==> src/hdl/ana_sel_pkg.sv <==
// Constants, register map and reset values for the analog pin select block
//
// Behaviour
// - each analog-capable pin owns one analog_select_bit choosing analog or digital
// - select 1 gives analog mode, read disabled; 0 gives digital, read enabled
// - pin_level_read returns 0 for every pin configured as analog input
// - bank A implements select bits 10:9 and 7:6, reset to 1
// - bank B implements all sixteen select bits, reset to 1
// - bank C implements select bits 14:13 and 4, reset to 1
// - bank D implements bits 7:6 reset 1; bit 13 reserved reads 1
// - bank E implements select bits 9 and 4, reset to 1
// - bank G implements select bits 9:6, reset to 1
// - small package drops A bits 10,9,7, C bit 4, E bit 9
// - unimplemented select bits read 0 and ignore writes
// - direction 1 means input; all pins inputs after reset
package ana_sel_pkg;

    localparam int unsigned NUM_BANKS = 6;
    localparam int unsigned BANK_W    = 16;

    typedef logic [BANK_W-1:0] bank_t;

    // Bank index order: A, B, C, D, E, G
    localparam logic [2:0] BANK_A = 3'h0;
    localparam logic [2:0] BANK_B = 3'h1;
    localparam logic [2:0] BANK_C = 3'h2;
    localparam logic [2:0] BANK_D = 3'h3;
    localparam logic [2:0] BANK_E = 3'h4;
    localparam logic [2:0] BANK_G = 3'h5;

    // Writable select masks, full pin count
    localparam bank_t MASK_A = 16'h06C0;
    localparam bank_t MASK_B = 16'hFFFF;
    localparam bank_t MASK_C = 16'h6010;
    localparam bank_t MASK_D = 16'h00C0;
    localparam bank_t MASK_E = 16'h0210;
    localparam bank_t MASK_G = 16'h03C0;

    // Bits absent on the small package
    localparam bank_t DROP_A = 16'h0680;
    localparam bank_t DROP_C = 16'h0010;
    localparam bank_t DROP_E = 16'h0200;

    // Reserved bits that read as one
    localparam bank_t RSVD_ONE_D = 16'h2000;

    // Implemented select bits reset to one
    localparam bank_t SEL_RESET = 16'hFFFF;
    // All pins inputs after reset
    localparam bank_t DIR_RESET = 16'hFFFF;

    // AXI byte offsets
    localparam logic [7:0] OFF_SEL_A   = 8'h00;
    localparam logic [7:0] OFF_SEL_B   = 8'h04;
    localparam logic [7:0] OFF_SEL_C   = 8'h08;
    localparam logic [7:0] OFF_SEL_D   = 8'h0C;
    localparam logic [7:0] OFF_SEL_E   = 8'h10;
    localparam logic [7:0] OFF_SEL_G   = 8'h14;
    localparam logic [7:0] OFF_DIR_0   = 8'h20;
    localparam logic [7:0] OFF_LEVEL_0 = 8'h40;
    localparam int unsigned ADDR_W     = 8;

    localparam logic [1:0] RESP_OKAY   = 2'h0;
    localparam logic [1:0] RESP_SLVERR = 2'h2;

endpackage

==> src/hdl/pin_sync.sv <==
// Two-flop synchroniser for one bank of pin inputs
`timescale 1ns/10ps
module pin_sync (
    input  wire logic                    clk,
    input  wire logic                    srst,
    input  wire ana_sel_pkg::bank_t      pin_async,
    output logic      [15:0]             pin_sync_out
);
    import ana_sel_pkg::*;

    typedef struct packed {
        bank_t meta;
        bank_t stable;
    } sync_state_t;

    sync_state_t s_q;
    sync_state_t s_d;

    always_comb begin
        s_d        = s_q;
        s_d.meta   = pin_async;
        s_d.stable = s_q.meta;
    end

    always_ff @(posedge clk) begin
        if (srst) begin
            s_q <= '0;
        end else begin
            s_q <= s_d;
        end
    end

    assign pin_sync_out = s_q.stable;
endmodule

==> src/hdl/analog_digital_pin_select.sv <==
// AXI4-Lite register block selecting analog or digital function per port pin
`timescale 1ns/10ps
module analog_digital_pin_select (
    input  wire logic                                 clk,
    input  wire logic                                 srst,
    input  wire logic                                 small_package,
    input  wire logic [ana_sel_pkg::ADDR_W-1:0]       s_axi_awaddr,
    input  wire logic                                 s_axi_awvalid,
    output logic                                      s_axi_awready,
    input  wire logic [31:0]                          s_axi_wdata,
    input  wire logic [3:0]                           s_axi_wstrb,
    input  wire logic                                 s_axi_wvalid,
    output logic                                      s_axi_wready,
    output logic [1:0]                                s_axi_bresp,
    output logic                                      s_axi_bvalid,
    input  wire logic                                 s_axi_bready,
    input  wire logic [ana_sel_pkg::ADDR_W-1:0]       s_axi_araddr,
    input  wire logic                                 s_axi_arvalid,
    output logic                                      s_axi_arready,
    output logic [31:0]                               s_axi_rdata,
    output logic [1:0]                                s_axi_rresp,
    output logic                                      s_axi_rvalid,
    input  wire logic                                 s_axi_rready,
    input  wire logic [ana_sel_pkg::NUM_BANKS*16-1:0] pin_in,
    output logic [ana_sel_pkg::NUM_BANKS*16-1:0]      analog_select_bit,
    output logic [ana_sel_pkg::NUM_BANKS*16-1:0]      direction_bit,
    output logic [ana_sel_pkg::NUM_BANKS*16-1:0]      digital_in
);
    import ana_sel_pkg::*;

    typedef struct packed {
        bank_t [NUM_BANKS-1:0] sel;
        bank_t [NUM_BANKS-1:0] dir;
        bank_t [NUM_BANKS-1:0] dig;
        logic                  pkg_small;
        logic                  aw_held;
        logic [ADDR_W-1:0]     aw_addr;
        logic                  w_held;
        logic [31:0]           w_data;
        logic [3:0]            w_strb;
        logic                  bvalid;
        logic [1:0]            bresp;
        logic                  rvalid;
        logic [31:0]           rdata;
        logic [1:0]            rresp;
        logic                  aw_rdy;
        logic                  w_rdy;
        logic                  ar_rdy;
    } state_t;

    state_t q;
    state_t d;
    bank_t  pin_s [NUM_BANKS];

    // Writable select bits of a bank, allowing for the package
    function automatic bank_t sel_mask(input logic [2:0] b, input logic few_pins);
        bank_t m;
        m = '0;
        case (b)
            BANK_A:  m = MASK_A & ~(few_pins ? DROP_A : bank_t'(0));
            BANK_B:  m = MASK_B;
            BANK_C:  m = MASK_C & ~(few_pins ? DROP_C : bank_t'(0));
            BANK_D:  m = MASK_D;
            BANK_E:  m = MASK_E & ~(few_pins ? DROP_E : bank_t'(0));
            BANK_G:  m = MASK_G;
            default: m = '0;
        endcase
        return m;
    endfunction

    // Decodes a word offset into kind (0 sel, 1 dir, 2 level) and bank
    function automatic logic [4:0] decode(input logic [ADDR_W-1:0] a);
        logic [4:0] r;
        logic [2:0] idx;
        r   = 5'h1F;
        idx = a[4:2];
        if (a[1:0] == 2'h0 && idx < 3'(NUM_BANKS)) begin
            if (a[7:5] == OFF_SEL_A[7:5]) begin
                r = {2'h0, idx};
            end else if (a[7:5] == OFF_DIR_0[7:5]) begin
                r = {2'h1, idx};
            end else if (a[7:5] == OFF_LEVEL_0[7:5]) begin
                r = {2'h2, idx};
            end
        end
        return r;
    endfunction

    genvar g;
    generate
        for (g = 0; g < NUM_BANKS; g++) begin : g_sync
            pin_sync u_sync (
                .clk          (clk),
                .srst         (srst),
                .pin_async    (pin_in[g*16 +: 16]),
                .pin_sync_out (pin_s[g])
            );
        end
    endgenerate

    always_comb begin
        logic [4:0] wd;
        logic [4:0] rd;
        bank_t      m;
        bank_t      wv;
        logic       wr_go;
        wd    = decode(q.aw_addr);
        rd    = decode(s_axi_araddr);
        m     = '0;
        wv    = '0;
        wr_go = 1'b0;
        d     = q;

        // Resample package strap every cycle out of reset; reset clears it to 0
        d.pkg_small = small_package;
        for (int i = 0; i < NUM_BANKS; i++) begin
            // Sync flop already hides metastability; gate after it
            d.dig[i] = pin_s[i] & ~q.sel[i];
            // Drop select bits that vanish with a package change
            d.sel[i] = q.sel[i] & sel_mask(3'(i), q.pkg_small);
        end

        // Write channel: address and data may come in either order
        if (s_axi_awvalid && !q.aw_held) begin
            d.aw_held = 1'b1;
            d.aw_addr = s_axi_awaddr;
        end
        if (s_axi_wvalid && !q.w_held) begin
            d.w_held = 1'b1;
            d.w_data = s_axi_wdata;
            d.w_strb = s_axi_wstrb;
        end
        if (q.aw_held && q.w_held && !q.bvalid) begin
            wr_go     = 1'b1;
            d.aw_held = 1'b0;
            d.w_held  = 1'b0;
            d.bvalid  = 1'b1;
            d.bresp   = RESP_OKAY;
        end
        if (wr_go) begin
            wv = {q.w_strb[1] ? q.w_data[15:8] : 8'h00, q.w_strb[0] ? q.w_data[7:0] : 8'h00};
            if (wd[4:3] == 2'h0) begin
                m = sel_mask(wd[2:0], q.pkg_small);
                // Unwritten byte lanes keep their old value
                m = m & {{8{q.w_strb[1]}}, {8{q.w_strb[0]}}};
                d.sel[wd[2:0]] = (q.sel[wd[2:0]] & ~m) | (wv & m);
            end else if (wd[4:3] == 2'h1) begin
                m = {{8{q.w_strb[1]}}, {8{q.w_strb[0]}}};
                d.dir[wd[2:0]] = (q.dir[wd[2:0]] & ~m) | (wv & m);
            end else begin
                // Level registers are read only
                d.bresp = RESP_SLVERR;
            end
        end
        if (q.bvalid && s_axi_bready) begin
            d.bvalid = 1'b0;
        end

        // Read channel: one-cycle answer from a registered copy
        if (s_axi_arvalid && !q.rvalid) begin
            d.rvalid = 1'b1;
            d.rresp  = RESP_OKAY;
            d.rdata  = 32'h0000_0000;
            case (rd[4:3])
                2'h0: begin
                    d.rdata[15:0] = q.sel[rd[2:0]] & sel_mask(rd[2:0], q.pkg_small);
                    if (rd[2:0] == BANK_D) begin
                        d.rdata[15:0] = d.rdata[15:0] | RSVD_ONE_D;
                    end
                end
                2'h1: d.rdata[15:0] = q.dir[rd[2:0]];
                2'h2: d.rdata[15:0] = q.dig[rd[2:0]];
                default: d.rresp = RESP_SLVERR;
            endcase
        end
        if (q.rvalid && s_axi_rready) begin
            d.rvalid = 1'b0;
        end

        // Ready flags in flops so no gate sits after the register
        d.aw_rdy = !d.aw_held;
        d.w_rdy  = !d.w_held;
        d.ar_rdy = !d.rvalid;
    end

    always_ff @(posedge clk) begin
        if (srst) begin
            q         <= '0;
            for (int i = 0; i < NUM_BANKS; i++) begin
                q.sel[i] <= SEL_RESET & sel_mask(3'(i), 1'b0);
                q.dir[i] <= DIR_RESET;
            end
            q.aw_rdy  <= 1'b1;
            q.w_rdy   <= 1'b1;
            q.ar_rdy  <= 1'b1;
        end else begin
            q <= d;
        end
    end

    assign s_axi_awready = q.aw_rdy;
    assign s_axi_wready  = q.w_rdy;
    assign s_axi_bvalid  = q.bvalid;
    assign s_axi_bresp   = q.bresp;
    assign s_axi_arready = q.ar_rdy;
    assign s_axi_rvalid  = q.rvalid;
    assign s_axi_rdata   = q.rdata;
    assign s_axi_rresp   = q.rresp;

    generate
        for (g = 0; g < NUM_BANKS; g++) begin : g_out
            assign analog_select_bit[g*16 +: 16] = q.sel[g];
            assign direction_bit[g*16 +: 16]     = q.dir[g];
            assign digital_in[g*16 +: 16]        = q.dig[g];
        end
    endgenerate
endmodule

==> config.mk <==
export PLATFORM = sky130hd
export DESIGN_NAME = analog_digital_pin_select
export DESIGN_NICKNAME = d
export VERILOG_FILES = /design/src/hdl/ana_sel_pkg.sv /design/src/hdl/pin_sync.sv /design/src/hdl/analog_digital_pin_select.sv
export SDC_FILE = /design/constraint.sdc
export NUM_CORES = 1
export LEC_CHECK = 0
export BUFFER_PORTS_ARGS = -buffer_cell sky130_fd_sc_hd__buf_2
export CORE_ASPECT_RATIO = 1.2
export CORE_UTILIZATION = 35
export CTS_CLUSTER_SIZE = 14
export DETAILED_ROUTE_END_ITERATION = 8
export PLACE_DENSITY = 0.55
export SYNTH_ARGS = -nofsm -noshare
export SYNTH_HDL_FRONTEND = slang
export SYNTH_SLANG_ARGS = --single-unit
==> constraint.sdc <==
create_clock -name clk -period 2.3 [get_ports clk]
set_input_delay 0.115 -clock clk [delete_from_list [all_inputs] [get_ports clk]]
set_output_delay 0.115 -clock clk [all_outputs]
set_load 0.005 [all_outputs]
### Yosys cells after proc, flatten, opt, wreduce, memory -nomap -nowiden

Cells that the tools add are included.

| word-level totals | value |
|---|---|
| output and inout port bits | 329 |
| bits in registers | 552 |
| input bits | 156 |
| word-level logic and storage cells | 179 |

| cells by class | value |
|---|---|
| order comparisons | 5 |
| bitwise logic cells | 30 |
| reductions and logical operators | 30 |
| eq/ne operators | 17 |
| mux-type cells | 51 |

Operators by type and width:

| kind | count |
|---|---|
| binary-select mux 16 bit (select 3 bit) | 5 |
| AND 16 bit | 12 |
| bitwise mux 96 bit | 2 |
| 2-to-1 mux 96 bit | 2 |
| one-hot mux 16 bit (6 select lines) | 2 |
| 2-to-1 mux 176 bit | 1 |
| 2-to-1 mux 16 bit | 10 |
| inverter 16 bit | 8 |
| 2-to-1 mux 80 bit | 1 |
| demux 16 bit (select 3 bit) | 1 |
| one-hot mux 16 bit (3 select lines) | 1 |
| 2-to-1 mux 37 bit | 1 |
| 2-to-1 mux 35 bit | 1 |
| 2-to-1 mux 5 bit | 7 |
| bitwise OR 16 bit | 2 |
| == test 3 x 2 -> 1 bit, second input constant | 6 |
| AND 16 x 10 -> 16 bit | 1 |
| AND 16 x 11 -> 16 bit | 1 |
| AND 16 x 15 -> 16 bit | 1 |
| 2-to-1 mux 8 bit | 2 |
| inverter 5 -> 15 bit | 1 |
| 2-to-1 mux 14 bit | 1 |
| == test 3 x 1 -> 1 bit, second input constant | 4 |
| == test 3 bit, second input constant | 4 |
| other kinds (22) | 56 |

### Longest topological paths before layout

Gate-level depths: netlist (run 1).

| depth | value |
|---|---|
| depth in word-level cells | 16 |
| depth in mapped cells | 9 |
| depth with buffers taken out | 5 |

### Modules after synthesis

Synthesis (run 1) repeated with hierarchy kept, for this count alone.

| second synthesis, totals | value |
|---|---|
| cells, all modules | 2340 |
| area, all modules | 21784.6 um^2 |

By module, submodules not included:

| module | seq. area each (um^2) | cells each | times used | area an instance (um^2) |
|---|---|---|---|---|
| analog_digital_pin_select | 6826.5 | 1938 | 1 | 16604.7 |
| pin_sync | 640.6 | 67 | 6 | 863.3 |

### Worst setup path after synthesis (run 1)

Ideal clock, no wire load.

| timing | value |
|---|---|
| path type | flip-flop to flip-flop |
| start point | reg q[83] (netlist bit) |
| end point | reg q, in the netlist analog_select_bit[24] |
| required time | 2166 ps |
| clock period less this slack | 2056 ps |
| path buffers | 4 |
| slack | 244 ps |
| arrival | 1921 ps |
| stages on the path, launching flop included | 10 |
| setup time | 134 ps |
| cells stage by stage | dfxtp_1 -> buf_2 -> a2111o_1 -> buf_2 -> nor2_2 -> buf_2 -> nand3_1 -> clkbuf_1 -> o21ai_0 -> nand3_1 |

| between the ends | value |
|---|---|
| longest elaborated chain between the ends | 14 |
| elaborated cells on any way between the ends | 31 |
| classes of those cells | order compare (2); eq/ne (7); mux (12); bitwise (5); reduce/logical (5) |

Ends and longest elaborated chain:

| element | line | source |
|---|---|---|
| start: declaration | analog_digital_pin_select.sv:51 | `state_t q;` |
| == test 3 x 2 -> 1 bit | analog_digital_pin_select.sv:82 | `end else if (a[7:5] == OFF_LEVEL_0[7:5]) begin` |
| 2-to-1 mux 4 bit | analog_digital_pin_select.sv:82 |  |
| 2-to-1 mux 5 bit | analog_digital_pin_select.sv:80 | `end else if (a[7:5] == OFF_DIR_0[7:5]) begin` |
| 2-to-1 mux 5 bit (*) | analog_digital_pin_select.sv:78 | `if (a[7:5] == OFF_SEL_A[7:5]) begin` |
| 2-to-1 mux 5 bit (*) | analog_digital_pin_select.sv:77 | `if (a[1:0] == 2'h0 && idx < 3'(NUM_BANKS)) begin` |
| == test 3 bit, or another cell as far along | analog_digital_pin_select.sv:59 | `case (b)` |
| one-hot mux 16 bit (6 select lines) | analog_digital_pin_select.sv:59 |  |
| 2-to-1 mux 16 bit | analog_digital_pin_select.sv:142 | `if (wd[4:3] == 2'h0) begin` |
| 2-to-1 mux 16 bit | analog_digital_pin_select.sv:140 | `if (wr_go) begin` |
| AND 16 bit | analog_digital_pin_select.sv:145 | `m = m & {{8{q.w_strb[1]}}, {8{q.w_strb[0]}}};` |
| inverter 16 bit | analog_digital_pin_select.sv:146 | `d.sel[wd[2:0]] = (q.sel[wd[2:0]] & ~m) \| (wv & m);` |
| AND 16 bit | analog_digital_pin_select.sv:146 |  |
| bitwise OR 16 bit | analog_digital_pin_select.sv:146 |  |
| bitwise mux 96 bit | analog_digital_pin_select.sv:146 |  |

Every way passes the cells marked *; elsewhere a longest branch is shown, timed or not. The select of a mux whose other input is x is not followed.
A chain may end at the register's enable or synchronous reset.

### Final worst setup path (run 1)

| timing | value |
|---|---|
| start point | reg q[84] (netlist bit) |
| end point | reg q, in the netlist analog_select_bit[58] |

Same word-level chain as after synthesis.

==> results of run 1 <==
## kinds of logic (layout without fill, tap and decap cells)
logic type	count (synthesis)	count (layout)	share of synthesized area
and+or+nand+nor	667	667	0.168
DFF	533	533	0.479
buffers and inverters	477	839	0.137
AOI/OAI and AO/OA	443	443	0.149
muxes	131	131	0.0674
other	1	19	0.000168
## power by group
| group | switching (mW) | internal [mW] |
|---|---|---|
| sequential | 0.165 | 9.47 |
| combinational | 1.22 | 0.975 |
| clock | 3.85 | 5.23 |
| total | 5.24 | 15.7 |
## worst paths after layout
check                                   startpoint                     to  cells past startpoint
hold / removal                     s_axi_araddr[4]         s_axi_rdata[6]                      3
setup reg to reg                             q[84]  analog_select_bit[58]                      6
setup / recovery                             q[84]  analog_select_bit[58]                      6
hold reg to reg   g_sync[5].u_sync.pin_sync_out[8]         digital_in[88]                      1
## metal layers
layer / global-route usage / wire (um)
met5: 0 / 13
met4: 0.118 / 4200
met3: 0.0476 / 6090
met2: 0.463 / 44000
met1: 0.312 / 34200
## worst reg2reg max path, stage by stage (launching register included)
cell and delay (ns):
dfxtp_1 0.38, a2111oi_4 0.47, nand2_1 0.30, buf_4 0.22, a211oi_1 0.47, nor2_1 0.23, nor2_1 0.13
## placed cells by master, fill, tap and decap left out, types with 70 or more instances in the layout
| master | instances |
|---|---|
| a21oi_1 | 70 |
| buf_2 | 448 |
| buf_4 | 125 |
| dfxtp_1 | 529 |
| dlygate4sd3_1 | 131 |
| mux2i_1 | 95 |
| nand2_1 | 108 |
| nor2_1 | 128 |
| nor2b_1 | 204 |
| nor3b_1 | 92 |
| o21ai_0 | 79 |
| o22a_1 | 96 |
## repair_timing
action	CTS	global route
resized for setup	0	13
endpoints found under the setup margin	0	41
hold endpoints to repair	132	0
buffers inserted	0	1
hold buffers	131	0
## state kept, by name (all words and copies together) (netlist names), 16 cells and up, named ones only
signal                      flops
g_sync.u_sync.pin_sync_out     96
analog_select_bit              96
s_axi_rdata                    16
q                              29
direction_bit                  96
g_sync.u_sync.s_d              96
digital_in                     96
## layout make-up
type | instances | area, um^2 | area share
Sequential cell | 533 | 10700 | 0.391
Multi-Input combinational cell | 1258 | 8680 | 0.318
Timing Repair Buffer | 732 | 5040 | 0.185
Clock buffer | 79 | 1540 | 0.0566
Tap cell | 824 | 1030 | 0.0378
Clock inverter | 17 | 267 | 0.00977
Inverter | 11 | 41.3 | 0.00151
Antenna cell | 2 | 5.00 | 0.000183
## stage by stage
step / util / TNS [ns] / setup slack (ns)
6_report: 0.432 / 0 / 0.0432
5_1_grt: 0.432 / -0.0907 / -0.0424
4_1_cts: 0.431 / 0 / 0.0210
3_5_place_dp: 0.381 / 0 / 0.0285
3_3_place_gp: 0.381 / 0 / 0.0399
2_1_floorplan: - / 0 / 0.244
==> metrics, run 1 <==
Core ar. 0.0632 mm^2; Die Y-Extent 278 um; sequential cell area fraction in the yosys report 0.479; 1st-pass router iterations 6; max incr delay on CP 0.47 ns; Max Cap Viol 0; grt total ovfl 0; status finished, final reports clean; Post-DP Area 0.0241 mm^2; dpl cells 3226; main area contributors after synthesis dfxtp_1 48%, buf_4 11%, nor2b_1 5.7%; drt first-iter violations 1661; TritonCTS clock tree done; Final Cell Area 0.0273 mm^2; antenna viol nets, final 0; Top-Level Pins 485; ys flop type dfxtp_1; Fillers 6128; CTS Buffer Depth 3; drt drc 0; Post-Layout Cell Count 3456; Post-DP HPWL 67000 um; clk sinks 533; die width 232 um; CTS Root Cell clkbuf_16; Synth top area share 0.479; ys async rst share 0; Worst-Margin Slew 1.01 ns; vias post-DR 18.1k; CTS H-tree lvls 2; Reg2Reg Setup Slack 0.04 ns; CP Class reg2reg; Final Slew Violations 0; PD cells 766 mW/mm^2; fin crit share 0.981; Hold Crit Class in2reg; Synth-to-Final Area Change 22.4%; worst rel slew slack 0.329; die area 0.0647 mm^2; CP endpoint kind flip-flop; Pwr Total 20.9 mW; VDD IR max 559 uV; post-synth cell types 79; cell taking the most area after synthesis dfxtp_1; Final nets 2745; Post-synth EDFFs 0; Startpoint Class flip-flop; Hold Violations, Final 0; Data arrival, critical path 2.82 ns; LEAKAGE 11.0 nW; vias in the first global route 17.6k; GRT Util Overall 0.264; Yosys reg bits 533; largest net degree at the start of global routing 202; CTS buffer count 53; commonest cells in the netlist 533 x dfxtp_1, 325 x buf_4, 204 x nor2b_1, 128 x nor2_1, 109 x nand2_1; final setup fails 0; count leader, synth dfxtp_1; Starting Density 0.353; gp weighted congestion 0.981; final hold slack 0.0714 ns; per-cell routed wire length 25.6 um; crit-path leading delay family compound AO/OA/AOI/OAI gates; Syn Inst Count 2252; buffers added on ports 449; Post-Route WL 88500 um; Slowest-stage cell, CP a2111oi_4; clock latency on the worst-skew pair 0.63 ns; skew final 0.0307 ns; sequence of cells on the critical path a2111oi_4 > nand2_1 > buf_4 > a211oi_1 > nor2_1 > nor2_1; fin crit period 2.26 ns; initial antenna violation count 3; Buffers & Inverters on Critical Path 1; first-pass GRT wire length 123000 um; Avg Cell Area, Syn 9.90 um^2; clock slew at reported path FFs 0.07 ns; Yosys Warn Count 0; critical path peak fanout 5; Worst Path Required 2.86 ns; fmax 0.443 GHz; most used cell, CP nor2_1; fraction of layout cells with a size suffix above 1 0.291; Netlist Area Pre-Place 0.0223 mm^2; vias per cell 5.23; std cell rows 101
Note: power is estimated with default switching activity, not from simulation.
==> run 2: changes to the inputs <==
SETUP_SLACK_MARGIN = 0.5   (was unset)
==> metrics, run 2 (synthesized netlist as in run 1, its figures left out) <==
most frequent cells in the layout 525 x dfxtp_1, 448 x buf_2, 203 x nor2b_1, 156 x buf_4, 132 x dlygate4sd3_1 (was 529 x dfxtp_1, 448 x buf_2, 204 x nor2b_1, 131 x dlygate4sd3_1, 128 x nor2_1); LEAKAGE 11.9 nW (was 11.0 nW); Synth-to-Final Area Change 32.1% (was 22.4%); P_int 16.5 mW (was 15.7 mW); antenna viol nets, final 0 (unchanged); Setup TNS 0 ns (unchanged); Worst-Margin Slew 0.900 ns (was 1.01 ns); CTS buffer count 56 (was 53); unrepaired setup endpoints after global routing yes; vias in the first global route 18.5k (was 17.6k); Data arrival, critical path 2.62 ns (was 2.82 ns); dpl cells 3225 (was 3226); Startpoint Class flip-flop (unchanged); initial antenna violation count 1 (was 3); Pwr Total 22.1 mW (was 20.9 mW); ant diodes 0 (was 2); commonest non-fill, non-tap cell in the layout dfxtp_1 (unchanged); Sw Pwr 5.67 mW (was 5.24 mW); fin crit period 2.07 ns (was 2.26 ns); vias post-DR 18.6k (was 18.1k); worst rel slew slack 0.400 (was 0.329); vias per cell 5.25 (was 5.23); Post-Layout Cell Count 3539 (was 3456); std cell rows 101 (unchanged); CP Class reg2reg (unchanged); Starting Density 0.353 (unchanged); Fillers 5948 (was 6128); first-pass GRT wire length 129000 um (was 123000 um); CTS Root Cell clkbuf_16 (unchanged); Top-Level Pins 485 (unchanged); CTS H-tree lvls 2 (unchanged); GRT Util Overall 0.277 (was 0.264); Final nets 2826 (was 2745); Post-Route WL 92600 um (was 88500 um); largest net degree at the start of global routing 137 (was 202); fin crit share 0.898 (was 0.981); Worst Path Required 2.86 ns (about the same); final hold slack 0.132 ns (was 0.0714 ns); Post-DP Area 0.0243 mm^2 (was 0.0241 mm^2); Sw Ratio 0.256 (was 0.250); die width 232 um (unchanged); Sequential Power Share 0.436 (was 0.461); die area 0.0647 mm^2 (unchanged); drt first-iter violations 1462 (was 1661); Max Cap Viol 0 (unchanged); Final Slew Violations 0 (unchanged); clock latency on the worst-skew pair 0.65 ns (was 0.63 ns); per-cell routed wire length 26.2 um (was 25.6 um); drt drc 0 (unchanged); buffers added on ports 449 (unchanged); Clk pwr share 0.441 (was 0.434); final setup fails 0 (unchanged); Comb power frac 0.124 (was 0.105); fraction of layout cells with a size suffix above 1 0.359 (was 0.291); Core ar. 0.0632 mm^2 (unchanged); clock slew at reported path FFs 0.07 ns (about the same); gp weighted congestion 0.955 (was 0.981); CTS Buffer Depth 3 (unchanged); VDD IR max 692 uV (was 559 uV); TritonCTS clock tree done (unchanged); CP endpoint kind flip-flop (unchanged); Hold Crit Class in2reg (unchanged); 1st-pass router iterations 5 (was 6); fmax 0.484 GHz (was 0.443 GHz); clk sinks 533 (unchanged); grt total ovfl 0 (unchanged); Post-DP HPWL 68100 um (was 67000 um); Die Y-Extent 278 um (unchanged); PD cells 751 mW/mm^2 (was 766 mW/mm^2); Final Cell Area 0.0295 mm^2 (was 0.0273 mm^2); skew final 0.0405 ns (was 0.0307 ns); Hold Violations, Final 0 (unchanged); critical path peak fanout 15 (was 5); status finished, final reports clean (unchanged)
run 2: cell count changes in the layout (fill, tap and decap cells not counted), sizes merged:
cell	previous run	this run
inv	12	14
diode	2	0
bufinv	5	7
buf	601	675
dlygate4sd3	131	132
clkinvlp	2	4
clkinv	9	13
run 2: critical path: stages, from the launching register on:
cell and delay [ns]:
dfxtp_4 0.37, a2111o_1 0.47, buf_6 0.18, nor3_4 0.18
buf_12 0.21, and3_4 0.23, a21oi_1 0.06, buf_4 0.15
a22oi_1 0.15
run 2: cell type report:
class	instances	area (um^2)	share of cell area
clock buffers	76	1610	0.0545
clock inverters	27	379	0.0129
inverters	11	41.3	0.00140
multi-input cells	1258	9670	0.328
flip-flops and latches	533	10700	0.363
well taps	824	1030	0.0350
repair buffers	810	6040	0.205
run 2: timing repair:
action                                 in CTS  in global routing
hold buffers                              132                  0
resized for setup                         136                113
setup endpoints to repair                 201                209
setup buffers                              44                 25
pin swaps                                  50                 64
endpoints found under the hold margin     134                  0
cloned                                      6                  4
run 2: power groups by stage:
stage          logic (mW)  clock network [mW]  registers, mW
2_1_floorplan        1.23                   0           9.75
3_3_place_gp         2.01                   0           9.83
3_5_place_dp         2.03                   0           9.84
4_1_cts              2.54                9.93           9.64
5_1_grt              2.87                10.3           9.66
6_report             2.74                9.76           9.64
run 2: routing by layer:
metal / GRT usage / vias up / part of all wire
met2: 0.479 / 886 / 0.49
li1: - / 8395 / -
met1: 0.325 / 9073 / 0.38
met5: 0 / - / 0
met3: 0.0478 / 226 / 0.071
met4: 0.146 / 0 / 0.059
run 2: path summary, 6_finish.rpt:
path                           end                               from  cells after the start  slack (ns)
max          analog_select_bit[88]                              q[83]                      8        0.23
min                 s_axi_rdata[6]                    s_axi_araddr[6]                      4        0.13
max reg2reg  analog_select_bit[88]                              q[83]                      8        0.23
min reg2reg         digital_in[28]  g_sync[1].u_sync.pin_sync_out[12]                      1        0.43
run 2: per-stage QoR:
step / utilization / setup WS (ns)
finish: 0.466 / 0.235
global route: 0.466 / 0.151
CTS: 0.455 / 0.253
detailed placement: 0.385 / 0.0597
global placement: 0.385 / 0.106
floorplan: - / 0.319
